### src/oled_cmd_pkg.sv
// constants for the character display fundamental command decoder
package oled_cmd_pkg;
    localparam int          ADDR_W          = 7;
    localparam logic [7:0]  SPACE_CODE      = 8'h20;
    localparam logic [6:0]  ADDR_ZERO       = 7'h00;
    localparam int          MEM_DEPTH       = 128;
    localparam logic [6:0]  MEM_LAST        = 7'h7f;
    localparam logic [6:0]  LINE2_START     = 7'h40;
    localparam logic [6:0]  LINE_LEN_2      = 7'h28;
    localparam logic [6:0]  LINE_LEN_4      = 7'h14;
    localparam logic [6:0]  LINE_STRIDE_4   = 7'h20;
    localparam logic [5:0]  SHIFT_MAX       = 6'h27;
    localparam int          NUM_LINES       = 4;
    localparam logic [3:0]  BASE_EXEC_CYC   = 4'h5;
    localparam logic [3:0]  WIDE_EXEC_CYC   = 4'h6;
    // opcode masks and matches
    localparam logic [7:0]  OP_CLEAR        = 8'h01;
    localparam logic [7:0]  MASK_HOME       = 8'hfe;
    localparam logic [7:0]  OP_HOME         = 8'h02;
    localparam logic [7:0]  MASK_ENTRY      = 8'hfc;
    localparam logic [7:0]  OP_ENTRY        = 8'h04;
    localparam logic [7:0]  MASK_DISP       = 8'hf8;
    localparam logic [7:0]  OP_DISP         = 8'h08;
    localparam logic [7:0]  MASK_SHIFT      = 8'hf0;
    localparam logic [7:0]  OP_SHIFT        = 8'h10;
    localparam logic [7:0]  MASK_FUNC       = 8'he0;
    localparam logic [7:0]  OP_FUNC         = 8'h20;
    localparam logic [7:0]  OP_SEG_CFG     = 8'hda;
    // reset values
    localparam logic        RST_SEG_ODDEVEN = 1'b1;
    localparam logic        RST_SEG_SWAP    = 1'b0;
    localparam logic        RST_DIR         = 1'b1;
    // field positions
    localparam int          BIT_FUNC_N      = 3;
    localparam int          BIT_FUNC_DH     = 2;
    localparam int          BIT_FUNC_RE     = 1;
    localparam int          BIT_FUNC_IS     = 0;
    localparam int          BIT_SEG_OE      = 4;
    localparam int          BIT_SEG_SW      = 5;
endpackage : oled_cmd_pkg

### src/char_oled_fundamental_cmd_decoder.sv
// fundamental instruction decoder for a character oled driver
`timescale 1ns/1ps
// Overview of operation
// - clear: fill memory with spaces, counter to zero, cursor home, increment mode
// - home: counter to zero, cancel shift, memory untouched
// - direction high steps counter up, low steps down; glyph ram alike
// - auto-shift shifts enabled lines on character writes only
// - entry opcode loads direction/shift or common/segment direction by extension bit
// - segment direction low reverses segment order, high normal order
// - common direction low reverses common scan, high normal order
// - display-on bit lights display; off blanks but keeps memory
// - cursor-visible bit hides or shows cursor, direction kept
// - blink bit alternates cursor cell with all-lit pattern
// - font width high gives six-dot cells and six fifths execution time
// - six-dot mode draws glyph rows from bits five down to zero
// - inversion bit shows cursor inverted, ignoring visible and blink
// - wide line mode selects three/four line, else one/two line
// - shift opcode: cursor left/right with counter, or display shift
// - two-line mode wraps cursor to line two after position forty
// - four-line mode moves to next line after every twentieth position
// - display shift acts on each enabled line alone, counter kept
// - shift-type bit selects character shift or smooth dot scroll
// - locked interface refuses all commands unless oled set select is one
// - segment mapping from odd/even, remap and swap; default odd/even, no remap, no swap
// - extension enable steers shared opcodes to extended or basic bits
// - four line shift enables map to common groups of eight
// - line-count bit picks one/three or two/four line mode
module char_oled_fundamental_cmd_decoder
    import oled_cmd_pkg::*;
(
    // clock and reset
    input  wire logic              clk_in,
    input  wire logic              srst_in,
    // host byte port
    input  wire logic              wr_in,
    input  wire logic              rd_in,
    input  wire logic              data_sel_in,
    input  wire logic              glyph_access_in,
    input  wire logic [7:0]        wdata_in,
    input  wire logic              lock_in,
    input  wire logic              segment_remap_strap_in,
    input  wire logic              strap_use_in,
    input  wire logic [7:0]        exec_cycles_in,
    // glyph row formatting
    input  wire logic [7:0]        glyph_row_in,
    output logic [5:0]             glyph_pixels_out,
    // state
    output logic [ADDR_W-1:0]      address_counter_out,
    output logic [7:0]             rdata_out,
    output logic                   busy_out,
    output logic                   cmd_refused_out,
    output logic                   display_on_out,
    output logic                   cursor_on_out,
    output logic                   blink_on_out,
    output logic                   cursor_invert_out,
    output logic                   font_width_out,
    output logic                   wide_line_mode_out,
    output logic                   line_count_out,
    output logic                   common_direction_out,
    output logic                   segment_direction_out,
    output logic [2:0]             seg_map_case_out,
    output logic [NUM_LINES-1:0]   char_shift_lines_out,
    output logic [NUM_LINES-1:0]   dot_scroll_lines_out,
    output logic [4*6-1:0]         line_shift_out,
    output logic                   shift_left_pulse_out,
    output logic                   shift_right_pulse_out,
    output logic                   double_height_enable_out,
    output logic [1:0]             dbl_height_format_out,
    output logic                   clear_busy_out
);
    typedef enum logic [1:0] {
        ST_IDLE  = 2'b01,
        ST_CLEAR = 2'b10
    } state_e;

    state_e                  state;
    logic [7:0]              character_memory [MEM_DEPTH];
    logic [ADDR_W-1:0]       clear_ptr;
    logic [ADDR_W-1:0]       address_counter;
    logic                    addr_incr;
    logic                    auto_shift;
    logic                    special_set_select;
    logic                    extension_enable;
    logic                    oled_set_select;
    logic                    common_direction;
    logic                    segment_direction;
    logic                    font_width;
    logic                    wide_line_mode;
    logic                    line_count;
    logic                    display_on;
    logic                    cursor_on;
    logic                    blink_on;
    logic                    cursor_invert;
    logic                    double_height_enable;
    logic                    dbl_height_format_hi;
    logic                    dbl_height_format_lo;
    logic                    shift_type_select;
    logic [NUM_LINES-1:0]    line_shift_enable;
    logic [5:0]              line_shift [NUM_LINES];
    logic                    seg_oddeven;
    logic                    seg_swap;
    logic                    seg_cfg_pending;
    logic                    exec_busy;

    // byte classification
    function automatic logic op_match(input logic [7:0] b, input logic [7:0] m,
                                      input logic [7:0] v);
        op_match = (b & m) == v;
    endfunction : op_match

    // next counter value with line wrap
    function automatic logic [ADDR_W-1:0] step_addr(input logic [ADDR_W-1:0] a,
                                                    input logic up, input logic wide,
                                                    input logic two);
        logic [ADDR_W-1:0] col;
        logic [ADDR_W-1:0] len;
        logic [ADDR_W-1:0] base;
        len  = wide ? LINE_LEN_4 : LINE_LEN_2;
        base = wide ? (a & ~(LINE_STRIDE_4 - 7'h01)) : (a & LINE2_START);
        col  = a - base;
        if (!wide && !two) begin
            step_addr = up ? ((a >= (MEM_LAST - 7'h30)) ? ADDR_ZERO : a + 7'h01)
                           : ((a == ADDR_ZERO) ? 7'h4f : a - 7'h01);
        end else if (up) begin
            if (col + 7'h01 >= len) begin
                step_addr = base + (wide ? LINE_STRIDE_4 : LINE2_START);
            end else begin
                step_addr = a + 7'h01;
            end
        end else if (col == ADDR_ZERO) begin
            step_addr = base - (wide ? LINE_STRIDE_4 : LINE2_START) + len - 7'h01;
        end else begin
            step_addr = a - 7'h01;
        end
    endfunction : step_addr

    wire   cmd_write    = wr_in && !data_sel_in && !busy_out && (state == ST_IDLE);
    wire   lock_refuse  = lock_in && !oled_set_select;
    wire   cmd_ok       = cmd_write && !lock_refuse;
    wire   fund_ok      = cmd_ok && !oled_set_select;
    wire   is_clear     = fund_ok && (wdata_in == OP_CLEAR);
    wire   is_home      = fund_ok && op_match(wdata_in, MASK_HOME, OP_HOME) && !extension_enable;
    wire   is_entry     = fund_ok && op_match(wdata_in, MASK_ENTRY, OP_ENTRY);
    wire   is_disp      = fund_ok && op_match(wdata_in, MASK_DISP, OP_DISP);
    wire   is_shift     = fund_ok && op_match(wdata_in, MASK_SHIFT, OP_SHIFT);
    wire   is_func      = cmd_ok && op_match(wdata_in, MASK_FUNC, OP_FUNC);
    wire   is_seg_cfg   = cmd_ok && oled_set_select && (wdata_in == OP_SEG_CFG);
    wire   seg_arg      = cmd_ok && oled_set_select && seg_cfg_pending;
    wire   shift_cursor = is_shift && !special_set_select && !extension_enable && !wdata_in[3];
    wire   shift_disp   = is_shift && !special_set_select && !extension_enable && wdata_in[3];
    wire   dh_cmd       = is_shift && !special_set_select && extension_enable;
    wire   ena_cmd      = is_shift && special_set_select && extension_enable;
    wire   data_wr      = wr_in && data_sel_in && !busy_out && (state == ST_IDLE) && !lock_refuse;
    wire   data_rd      = rd_in && data_sel_in && (state == ST_IDLE);
    wire   character_memory_wr     = data_wr && !glyph_access_in;
    wire   auto_shift_go = character_memory_wr && auto_shift;
    wire   two_line     = line_count;
    wire [ADDR_W-1:0] next_step = step_addr(address_counter, addr_incr, wide_line_mode,
                                            two_line);
    wire [ADDR_W-1:0] next_cursor = step_addr(address_counter, wdata_in[2], wide_line_mode,
                                              two_line);
    wire   disp_go_left = shift_disp ? !wdata_in[2] : addr_incr;
    wire   disp_go      = shift_disp || auto_shift_go;
    wire   seg_remap    = strap_use_in ? segment_remap_strap_in : segment_direction;

    exec_timer u_exec_timer (
        .clk_in         (clk_in),
        .srst_in        (srst_in),
        .start_in       (cmd_ok || data_wr),
        .font_width_in  (font_width),
        .base_cycles_in (exec_cycles_in),
        .busy_out       (exec_busy)
    );

    // character memory and clear sequencer
    always_ff @(posedge clk_in) begin
        if (srst_in) begin
            state     <= ST_IDLE;
            clear_ptr <= ADDR_ZERO;
        end else begin
            case (state)
                ST_IDLE: begin
                    if (is_clear) begin
                        state     <= ST_CLEAR;
                        clear_ptr <= ADDR_ZERO;
                    end
                end
                ST_CLEAR: begin
                    clear_ptr <= clear_ptr + 7'h01;
                    if (clear_ptr == MEM_LAST) begin
                        state <= ST_IDLE;
                    end
                end
                default: state <= ST_IDLE;
            endcase
        end
    end

    always_ff @(posedge clk_in) begin
        if (state == ST_CLEAR) begin
            character_memory[clear_ptr] <= SPACE_CODE;
        end else if (character_memory_wr) begin
            character_memory[address_counter] <= wdata_in;
        end
    end

    // address counter and entry mode
    always_ff @(posedge clk_in) begin
        if (srst_in) begin
            address_counter <= ADDR_ZERO;
            addr_incr       <= RST_DIR;
            auto_shift      <= 1'b0;
        end else if (is_clear) begin
            address_counter <= ADDR_ZERO;
            addr_incr       <= 1'b1;
        end else if (is_home) begin
            address_counter <= ADDR_ZERO;
        end else if (is_entry && !extension_enable) begin
            addr_incr  <= wdata_in[1];
            auto_shift <= wdata_in[0];
        end else if (shift_cursor) begin
            address_counter <= next_cursor;
        end else if (data_wr || data_rd) begin
            address_counter <= next_step;
        end
    end

    // mode bits
    always_ff @(posedge clk_in) begin
        if (srst_in) begin
            special_set_select   <= 1'b0;
            extension_enable     <= 1'b0;
            oled_set_select      <= 1'b0;
            common_direction     <= RST_DIR;
            segment_direction    <= RST_DIR;
            font_width           <= 1'b0;
            wide_line_mode       <= 1'b0;
            line_count           <= 1'b0;
            display_on           <= 1'b0;
            cursor_on            <= 1'b0;
            blink_on             <= 1'b0;
            cursor_invert        <= 1'b0;
            double_height_enable <= 1'b0;
            dbl_height_format_hi <= 1'b1;
            dbl_height_format_lo <= 1'b1;
            shift_type_select    <= 1'b1;
            line_shift_enable    <= '1;
            seg_oddeven          <= RST_SEG_ODDEVEN;
            seg_swap             <= RST_SEG_SWAP;
            seg_cfg_pending      <= 1'b0;
        end else begin
            if (cmd_ok && oled_set_select) begin
                seg_cfg_pending <= is_seg_cfg;
            end
            if (seg_arg) begin
                seg_oddeven <= wdata_in[BIT_SEG_OE];
                seg_swap    <= wdata_in[BIT_SEG_SW];
            end
            if (is_func) begin
                line_count       <= wdata_in[BIT_FUNC_N];
                extension_enable <= wdata_in[BIT_FUNC_RE];
                if (!wdata_in[BIT_FUNC_RE]) begin
                    double_height_enable <= wdata_in[BIT_FUNC_DH];
                    special_set_select   <= wdata_in[BIT_FUNC_IS];
                end else begin
                    oled_set_select <= 1'b0;
                end
            end
            if (cmd_ok && extension_enable && op_match(wdata_in, 8'hfe, 8'h78)) begin
                oled_set_select <= wdata_in[0];
            end
            if (is_entry && extension_enable) begin
                common_direction  <= wdata_in[1];
                segment_direction <= wdata_in[0];
            end
            if (is_disp && !extension_enable) begin
                display_on <= wdata_in[2];
                cursor_on  <= wdata_in[1];
                blink_on   <= wdata_in[0];
            end
            if (is_disp && extension_enable) begin
                font_width     <= wdata_in[2];
                cursor_invert  <= wdata_in[1];
                wide_line_mode <= wdata_in[0];
            end
            if (dh_cmd) begin
                dbl_height_format_hi <= wdata_in[3];
                dbl_height_format_lo <= wdata_in[2];
                shift_type_select    <= wdata_in[0];
            end
            if (ena_cmd) begin
                line_shift_enable <= wdata_in[3:0];
            end
        end
    end

    // per-line display shift
    genvar li;
    generate
        for (li = 0; li < NUM_LINES; li++) begin : g_line
            always_ff @(posedge clk_in) begin
                if (srst_in || is_home || is_clear) begin
                    line_shift[li] <= 6'h00;
                end else if (disp_go && line_shift_enable[li] && shift_type_select) begin
                    if (disp_go_left) begin
                        line_shift[li] <= (line_shift[li] == SHIFT_MAX) ? 6'h00
                                        : line_shift[li] + 6'h01;
                    end else begin
                        line_shift[li] <= (line_shift[li] == 6'h00) ? SHIFT_MAX
                                        : line_shift[li] - 6'h01;
                    end
                end
            end
        end
    endgenerate

    // registered outputs
    always_ff @(posedge clk_in) begin
        if (srst_in) begin
            address_counter_out      <= ADDR_ZERO;
            rdata_out                <= 8'h00;
            busy_out                 <= 1'b0;
            cmd_refused_out          <= 1'b0;
            display_on_out           <= 1'b0;
            cursor_on_out            <= 1'b0;
            blink_on_out             <= 1'b0;
            cursor_invert_out        <= 1'b0;
            font_width_out           <= 1'b0;
            wide_line_mode_out       <= 1'b0;
            line_count_out           <= 1'b0;
            common_direction_out     <= RST_DIR;
            segment_direction_out    <= RST_DIR;
            seg_map_case_out         <= 3'h4;
            char_shift_lines_out     <= 4'h0;
            dot_scroll_lines_out     <= 4'h0;
            line_shift_out           <= 24'h00_0000;
            shift_left_pulse_out     <= 1'b0;
            shift_right_pulse_out    <= 1'b0;
            double_height_enable_out <= 1'b0;
            dbl_height_format_out    <= 2'h3;
            clear_busy_out           <= 1'b0;
            glyph_pixels_out         <= 6'h00;
        end else begin
            address_counter_out   <= address_counter;
            rdata_out             <= data_rd ? character_memory[address_counter] : rdata_out;
            busy_out              <= exec_busy || (state == ST_CLEAR) || cmd_ok || data_wr;
            cmd_refused_out       <= cmd_write && lock_refuse;
            display_on_out        <= display_on;
            cursor_on_out         <= cursor_on && !cursor_invert;
            blink_on_out          <= blink_on && !cursor_invert;
            cursor_invert_out     <= cursor_invert;
            font_width_out        <= font_width;
            wide_line_mode_out    <= wide_line_mode;
            line_count_out        <= line_count;
            common_direction_out  <= common_direction;
            segment_direction_out <= seg_remap;
            seg_map_case_out      <= {seg_oddeven, !seg_remap, seg_swap};
            char_shift_lines_out  <= shift_type_select ? line_shift_enable : 4'h0;
            dot_scroll_lines_out  <= shift_type_select ? 4'h0 : line_shift_enable;
            line_shift_out        <= {line_shift[3], line_shift[2], line_shift[1], line_shift[0]};
            shift_left_pulse_out  <= disp_go && disp_go_left;
            shift_right_pulse_out <= disp_go && !disp_go_left;
            double_height_enable_out <= double_height_enable;
            dbl_height_format_out <= {dbl_height_format_hi, dbl_height_format_lo};
            clear_busy_out        <= (state == ST_CLEAR);
            glyph_pixels_out      <= font_width ? glyph_row_in[5:0]
                                               : {1'b0, glyph_row_in[4:0]};
        end
    end
endmodule : char_oled_fundamental_cmd_decoder

### src/exec_timer.sv
// execution time counter, stretched in six-dot font mode
`timescale 1ns/1ps
module exec_timer
    import oled_cmd_pkg::*;
(
    // clock and reset
    input  wire logic clk_in,
    input  wire logic srst_in,
    // control
    input  wire logic start_in,
    input  wire logic font_width_in,
    input  wire logic [7:0] base_cycles_in,
    // status
    output logic      busy_out
);
    logic [11:0] count;
    wire  [11:0] base_ext  = {4'h0, base_cycles_in};
    wire  [11:0] wide_len  = 12'((base_ext * 12'(WIDE_EXEC_CYC)) / 12'(BASE_EXEC_CYC));
    wire  [11:0] load_len  = font_width_in ? wide_len : base_ext;

    always_ff @(posedge clk_in) begin
        if (srst_in) begin
            count    <= 12'h000;
            busy_out <= 1'b0;
        end else if (start_in) begin
            count    <= load_len;
            busy_out <= 1'b1;
        end else if (count > 12'h001) begin
            count <= count - 12'h001;
        end else begin
            count    <= 12'h000;
            busy_out <= 1'b0;
        end
    end
endmodule : exec_timer

### config.mk
export PLATFORM = sky130hd
export DESIGN_NAME = char_oled_fundamental_cmd_decoder
export DESIGN_NICKNAME = d
export VERILOG_FILES = /design/src/oled_cmd_pkg.sv /design/src/char_oled_fundamental_cmd_decoder.sv /design/src/exec_timer.sv
export SDC_FILE = /design/constraint.sdc
export NUM_CORES = 1
export LEC_CHECK = 0
export BUFFER_PORTS_ARGS = -buffer_cell sky130_fd_sc_hd__clkbuf_2
export CAP_MARGIN = 20
export CELL_PAD_IN_SITES_DETAIL_PLACEMENT = 2
export CELL_PAD_IN_SITES_GLOBAL_PLACEMENT = 2
export CORE_MARGIN = 4
export CORE_UTILIZATION = 25
export DETAILED_ROUTE_END_ITERATION = 7
export PLACE_DENSITY_LB_ADDON = 0.12
export RECOVER_POWER = 100
export SETUP_SLACK_MARGIN = 0.05
export SYNTH_ARGS = -nofsm -noshare
export SYNTH_HDL_FRONTEND = slang
export SYNTH_SLANG_ARGS = --single-unit
### constraint.sdc
create_clock -name clk_in -period 9.8 [get_ports clk_in]
set_clock_uncertainty 0.2 [all_clocks]
set_input_delay 2.45 -clock clk_in [delete_from_list [all_inputs] [get_ports clk_in]]
set_output_delay 2.45 -clock clk_in [all_outputs]
set_load 0.05 [all_outputs]
# Word level (Yosys, flattened, before mapping)
# Memories as Yosys holds them, arrays and structs flattened. A register that Yosys moved wholly into a read port is not among the register bits.
# Cells that the tools add are included.
# classes
addsub	18
multipliers	1
n_div	1
magnitude_cmp	3
eq_ne	18
n_shift	0
muxes	82
bitwise	14
n_reduce_logical	96
# ops
operator	count
$mux W6	18
$mux W7	15
$logic_and A1 B1 Y1	51
$mux W1	41
$mux W12	3
$add A6 B1 Y6 const B	4
$eq A6 B6 Y1 const B	4
$logic_not A6 Y1	4
$sub A6 B1 Y6 const B	4
$add A7 B1 Y7 const B	3
$logic_not A1 Y1	14
$logic_not A7 Y1	2
$pmux W7 S2	1
$sub A7 B1 Y7 const B	2
$sub A7 B7 Y7	2
$div A12 B3 Y12 const B	1
$gt A12 B1 Y1 const B	1
$reduce_and A2 Y1	6
$sub A12 B1 Y12 const B	1
$mul A8 B2 Y10 const B	1
$eq A8 B1 Y1 const B	1
$eq A8 B8 Y1 const B	1
$logic_or A1 B1 Y1	8
$mux W8	1
other kinds (24)	44
# totals
reg_bits	119
latch_bits	0
ramBits	1048
romBits	0
input_bits	33
output_inout_bits	73
word_cells	285
mem_count	2
# mem_list
name	words	word_bits	rd	rd_ports_with_merged_regs	write_ports	line	source
character_memory	128	8	1	1	1	char_oled_fundamental_cmd_decoder.sv:77	logic [7:0] character_memory [MEM_DEPTH];
line_shift	4	6	4	0	4	char_oled_fundamental_cmd_decoder.sv:99	logic [5:0] line_shift [NUM_LINES];

# Logic depth before layout (Yosys ltp)
# logic_depth
depth_word	18
mapped_depth	25

# Hierarchy
# From an unflattened synthesis, not the netlist that was laid out.
# hier_totals
cells_unflattened	3175
area_unflattened_um2	49919.1
# modules_own_cells
module	n_inst	cells_each	area_each_um2
char_oled_fundamental_cmd_decoder	1	2750	46678.5
exec_timer	1	425	3240.6

# Least setup slack after synthesis
# Ideal clock, no wire load.
# synth_path
path_type	input to register
from	in exec_cycles_in[0]
to	reg u_exec_timer.count[0]
setup_ps	127
t_arrival_ps	8398
setup_slack_ps	1075
path_stages	24
path_cell_list	ha_1 -> fa_1 -> a211o_1 -> and4_4 -> or3_1 -> buf_2 -> or3_4 -> a2111oi_4 -> a31oi_4 -> a211o_1 -> and2_4 -> a21oi_2 -> mux2i_2 -> a21o_2 -> buf_6 -> a22o_1 -> a2111oi_0 -> or3b_4 -> or2_4 -> a211oi_2 -> a211oi_1 -> or4_1 -> a21oi_1 -> o32ai_2
# synth_via
elab_chain_cells	4
# synth_rtl
element	line	source
start, declared	char_oled_fundamental_cmd_decoder.sv:43	input wire logic [7:0] exec_cycles_in,
$mul A8 B2 Y10	exec_timer.sv:18	wire [11:0] wide_len = 12'((base_ext * 12'(WIDE_EXEC_CYC)) / 12'(BASE_EXEC_CYC));
$div A12 B3 Y12	exec_timer.sv:18	
$mux W12 (*)	exec_timer.sv:19	wire [11:0] load_len = font_width_in ? wide_len : base_ext;
$mux W12 (*)	exec_timer.sv:25	end else if (start_in) begin
end signal, assigned	exec_timer.sv:26	count <= load_len;
end signal, assigned	exec_timer.sv:29	count <= count - 12'h001;
end, declared	exec_timer.sv:16	logic [11:0] count;
# Mark *: on every way between the ends. The rest lies on a longest branch, timed or not.
# A chain may end at the register's enable or synchronous reset.

# Worst setup path in the final report
# layout_path
from	in exec_cycles_in[1]
to	reg u_exec_timer.count[0]
# layout_via
elab_chain_cells	4
# layout_rtl
element	line
$mul A8 B2 Y10	exec_timer.sv:18
$div A12 B3 Y12	exec_timer.sv:18
$mux W12	exec_timer.sv:19
$mux W12	exec_timer.sv:25
# No other way between the ends.

==> results.tsv <==
stage	metric	value	unit
route	vias	27100	
synth	yosys-top-cells-area	edfxtp_1, mux4_2, dfxtp_1	
min_path	hold_path_class	register to register	
floorplanning	pin_count	106	
clocking	post-cts-setup-buffers	0	
timing	setup_viol	0	
synth	yosysUniqueCellTypes	105	
worst_setup_path	critical_path_required	10.24	ns
synth	synth_seq_cells	1175	
placement	io_buffers	103	
timing	tightest_slew	4.78	ns
power	peakVddDrop	177	uV
route	ant_nets	0	
synth	synth_nets	2955	
global_route	grt_max_degree	116	
clocking	htree_levels	4	
worst_setup_path	crit_path_end_kind	register	
global_route	grt_pass1_vias	29900	
clocking	clk_pin_slew	0.06	ns
layout	final_util	29.3	%
placement	gp_congestion	0.749	
global_route	grt_pass1_wl	217000	um
global_route	grtUsageMet2	24.2	%
synth	synthTopCellsByCount	edfxtp_1, mux4_2, nor2_1, dfxtp_1, nand2_1	
worst_setup_path	slowest_stage	o311ai_0	
layout	nFillCells	19900	
route	wirelength	148000	um
layout	final-seq-area	34000	sq um
worst_setup_path	rr_endpoint	character_memory[69][3]	
synth	syn_area_per_cell	17.0	sq um
global_route	grt-busiest-layer	met2	
layout	area_growth	16.5	%
synth	ys_seq_area_share	69.3	%
clocking	cts_root_buf	clkbuf_16	
timing	fin_crit	8.98	ns
floorplanning	fp-row-count	162	
worst_setup_path	setup.worst_path.start	exec_cycles_in[1]	
power	powerDensity	213	nW/um^2
clocking	cts_buffers	137	
timing	min_period_over_period	91.6	%
worst_setup_path	crit_type	input pin to register	
floorplanning	dieHeight	451	um
job	cap_violations	26	
route	drt_pass1_iterations	5	
route	wire_per_inst	25.7	um
floorplanning	initial_core_util	25.1	%
worst_setup_path	max_stage_delay	0.66	ns
floorplanning	fp.dieW	451	um
worst_setup_path	cp-start-kind	input pin	
global_route	antenna_found_initial	6	
run_status	outcome	finished with violations	
layout	multi_input_area	14400	sq um
global_route	grt_util_met1	19.4	%
synth	synth_top_flop_cell	edfxtp_1	
clocking	tritoncts	built	
floorplanning	coreArea	195000	sq um
timing	tns	0	ns
worst_setup_path	r2r_start	state[0]	
synth	synth_enable_flop_cells	1048	
global_route	grtUsageMet3	2.32	%
timing	fmax	0.111	GHz
worst_setup_path	cp-endpoint	u_exec_timer.count[0]	
synth	yosysWarnings	0	
synth	synth_area	49100	sq um
clocking	ctsHoldBuffers	0	
worst_setup_path	crit_buf_inv	3	
timing	rsz0062_at_grt	false	
layout	drive_gt1_share	20.6	%
synth	synth_top_area_share	64.1	%
clocking	clockBufferDepth	3	
run_status	failed_checks	max-capacitance violations, max-slew violations	
floorplanning	die_area	204000	sq um
synth	synth.most_common_cell	edfxtp_1	
timing	hold_violations	0	
route	first_iter_violations	1817	
clocking	cts_resized	0	
placement	hpwl	93800	um
synth	yosys.area.top_type	edfxtp_1	
timing	drv_slew	1128	
synth	synthArstFlopShare	0	%
layout	final_nets	3107	
route	drcViolationCount	0	
worst_setup_path	cp_max_fo	9	
clocking	clkLatencyLatePin	0.76	ns
route	viasPerCell	4.70	
global_route	grt_usage	14.4	%
min_path	min-delay-start	u_exec_timer.busy_out	
clocking	clock-sinks	1175	
worst_setup_path	worstRegToRegCells	7	
worst_setup_path	r2r_slack	2.54	ns
power	power_leakage	0.0175	uW
worst_setup_path	cpLargestDelayFamily	compound AO/OA/AOI/OAI gates	
global_route	grt-ovfl-total	0	
timing	relSlewSlack	-218	%
synth	syn_inst	2887	
worst_setup_path	cp.depth	25	
worst_setup_path	crit_arrival	9.42	ns
## cell type report
type	instances	share of cell area, %
multi-input combinational	1520	25.1
tap	2624	5.74
clock inverter	64	1.29
timing repair buffer	168	1.56
clock buffer	184	6.57
inverter	37	0.245
antenna	2	0.00875
sequential	1175	59.5
## kinds of logic after synthesis
| group | Yosys count | share of synthesized area, % |
|---|---|---|
| flops | 1175 | 69.3 |
| compound gates | 365 | 5.27 |
| buf+inv | 192 | 1.51 |
| xor+xnor | 41 | 0.790 |
| mux | 370 | 15.4 |
| fa+ha+maj | 37 | 0.953 |
| simple gates | 707 | 6.79 |
## flip-flops by register name (all words and copies together) (netlist names), 3 cells and up
signal and flops:
line_shift_out 24, line_shift_enable 4, character_memory 1024, seg_map_case_out 3, char_shift_lines_out 4, rdata_out 8, address_counter 7, glyph_pixels_out 6
u_exec_timer.count 12, clear_ptr 7, address_counter_out 7, dot_scroll_lines_out 4, line_shift 24
## worst min path at each step
stage / cells past startpoint / end
5_1_grt: 1 / dbl_height_format_out[0]
4_1_cts: 2 / u_exec_timer.busy_out
3_5_place_dp: 1 / dbl_height_format_out[1]
3_3_place_gp: 1 / dbl_height_format_out[1]
6_report: 2 / u_exec_timer.busy_out
2_1_floorplan: 1 / dbl_height_format_out[0]
## layout by cell type, fill, tap and decap left out, types with 10 or more instances in the layout
cell type / n
a21o_1: 13
dfxtp_1: 122
nand3b_1: 14
nor4_1: 10
nor2b_1: 46
a22oi_1: 10
clkbuf_2: 33
clkbuf_16: 142
nand2b_1: 12
o22ai_1: 27
o31ai_1: 14
nor2_1: 285
a21oi_1: 78
or2_2: 13
o21ai_0: 48
clkinv_1: 18
ha_1: 34
and3_1: 13
a211o_1: 16
o21ai_1: 12
mux2i_1: 55
or3_1: 15
edfxtp_1: 1048
clkbuf_1: 126
o211ai_1: 14
o221ai_1: 12
and2_0: 15
buf_4: 41
a211oi_1: 21
nand2_1: 122
nand3_1: 64
bufinv_16: 12
nor3_1: 51
inv_1: 35
xnor2_1: 29
mux4_2: 307
clkinv_2: 17
## metal layers
layer / vias to the layer above / wire, um / part of all wire [%]
li1: 11900 / - / -
met1: 14600 / 68300 / 46
met2: 466 / 71700 / 48
met3: 199 / 4810 / 3.2
met4: 0 / 3520 / 2.4
met5: - / 0 / 0
## power by group
group          internal (uW)  switching (uW)  leakage, uW
registers               5440            49.3       0.0107
clock network           3030            2120      0.00217
logic                    635             930      0.00461
## worst reg2reg max path, stage by stage (launching register included)
cell and delay (ns):
dfxtp_1 0.34, nor2b_1 0.34, nand3b_1 0.28, nor2_1 0.23, nand2_1 0.14, nor2_1 0.45
and2_0 3.47, clkbuf_2 1.43
## stage by stage
step / hold slack (ns) / setup slack (ns) / cell area (sq um) / power (uW) / cells
after floorplan: 0.209 / 1.08 / 49100 / 6660 / 2887
after global placement: 0.230 / 0.234 / 52900 / 7150 / 5519
after detailed placement: 0.244 / 0.145 / 52900 / 7180 / 5519
after CTS: 0.256 / 0.981 / 57400 / 12400 / 5767
after global routing: 0.272 / 0.222 / 57200 / 12700 / 5773
final: 0.248 / 0.822 / 57200 / 12200 / 5774
Note: power is estimated with default switching activity, not from simulation.
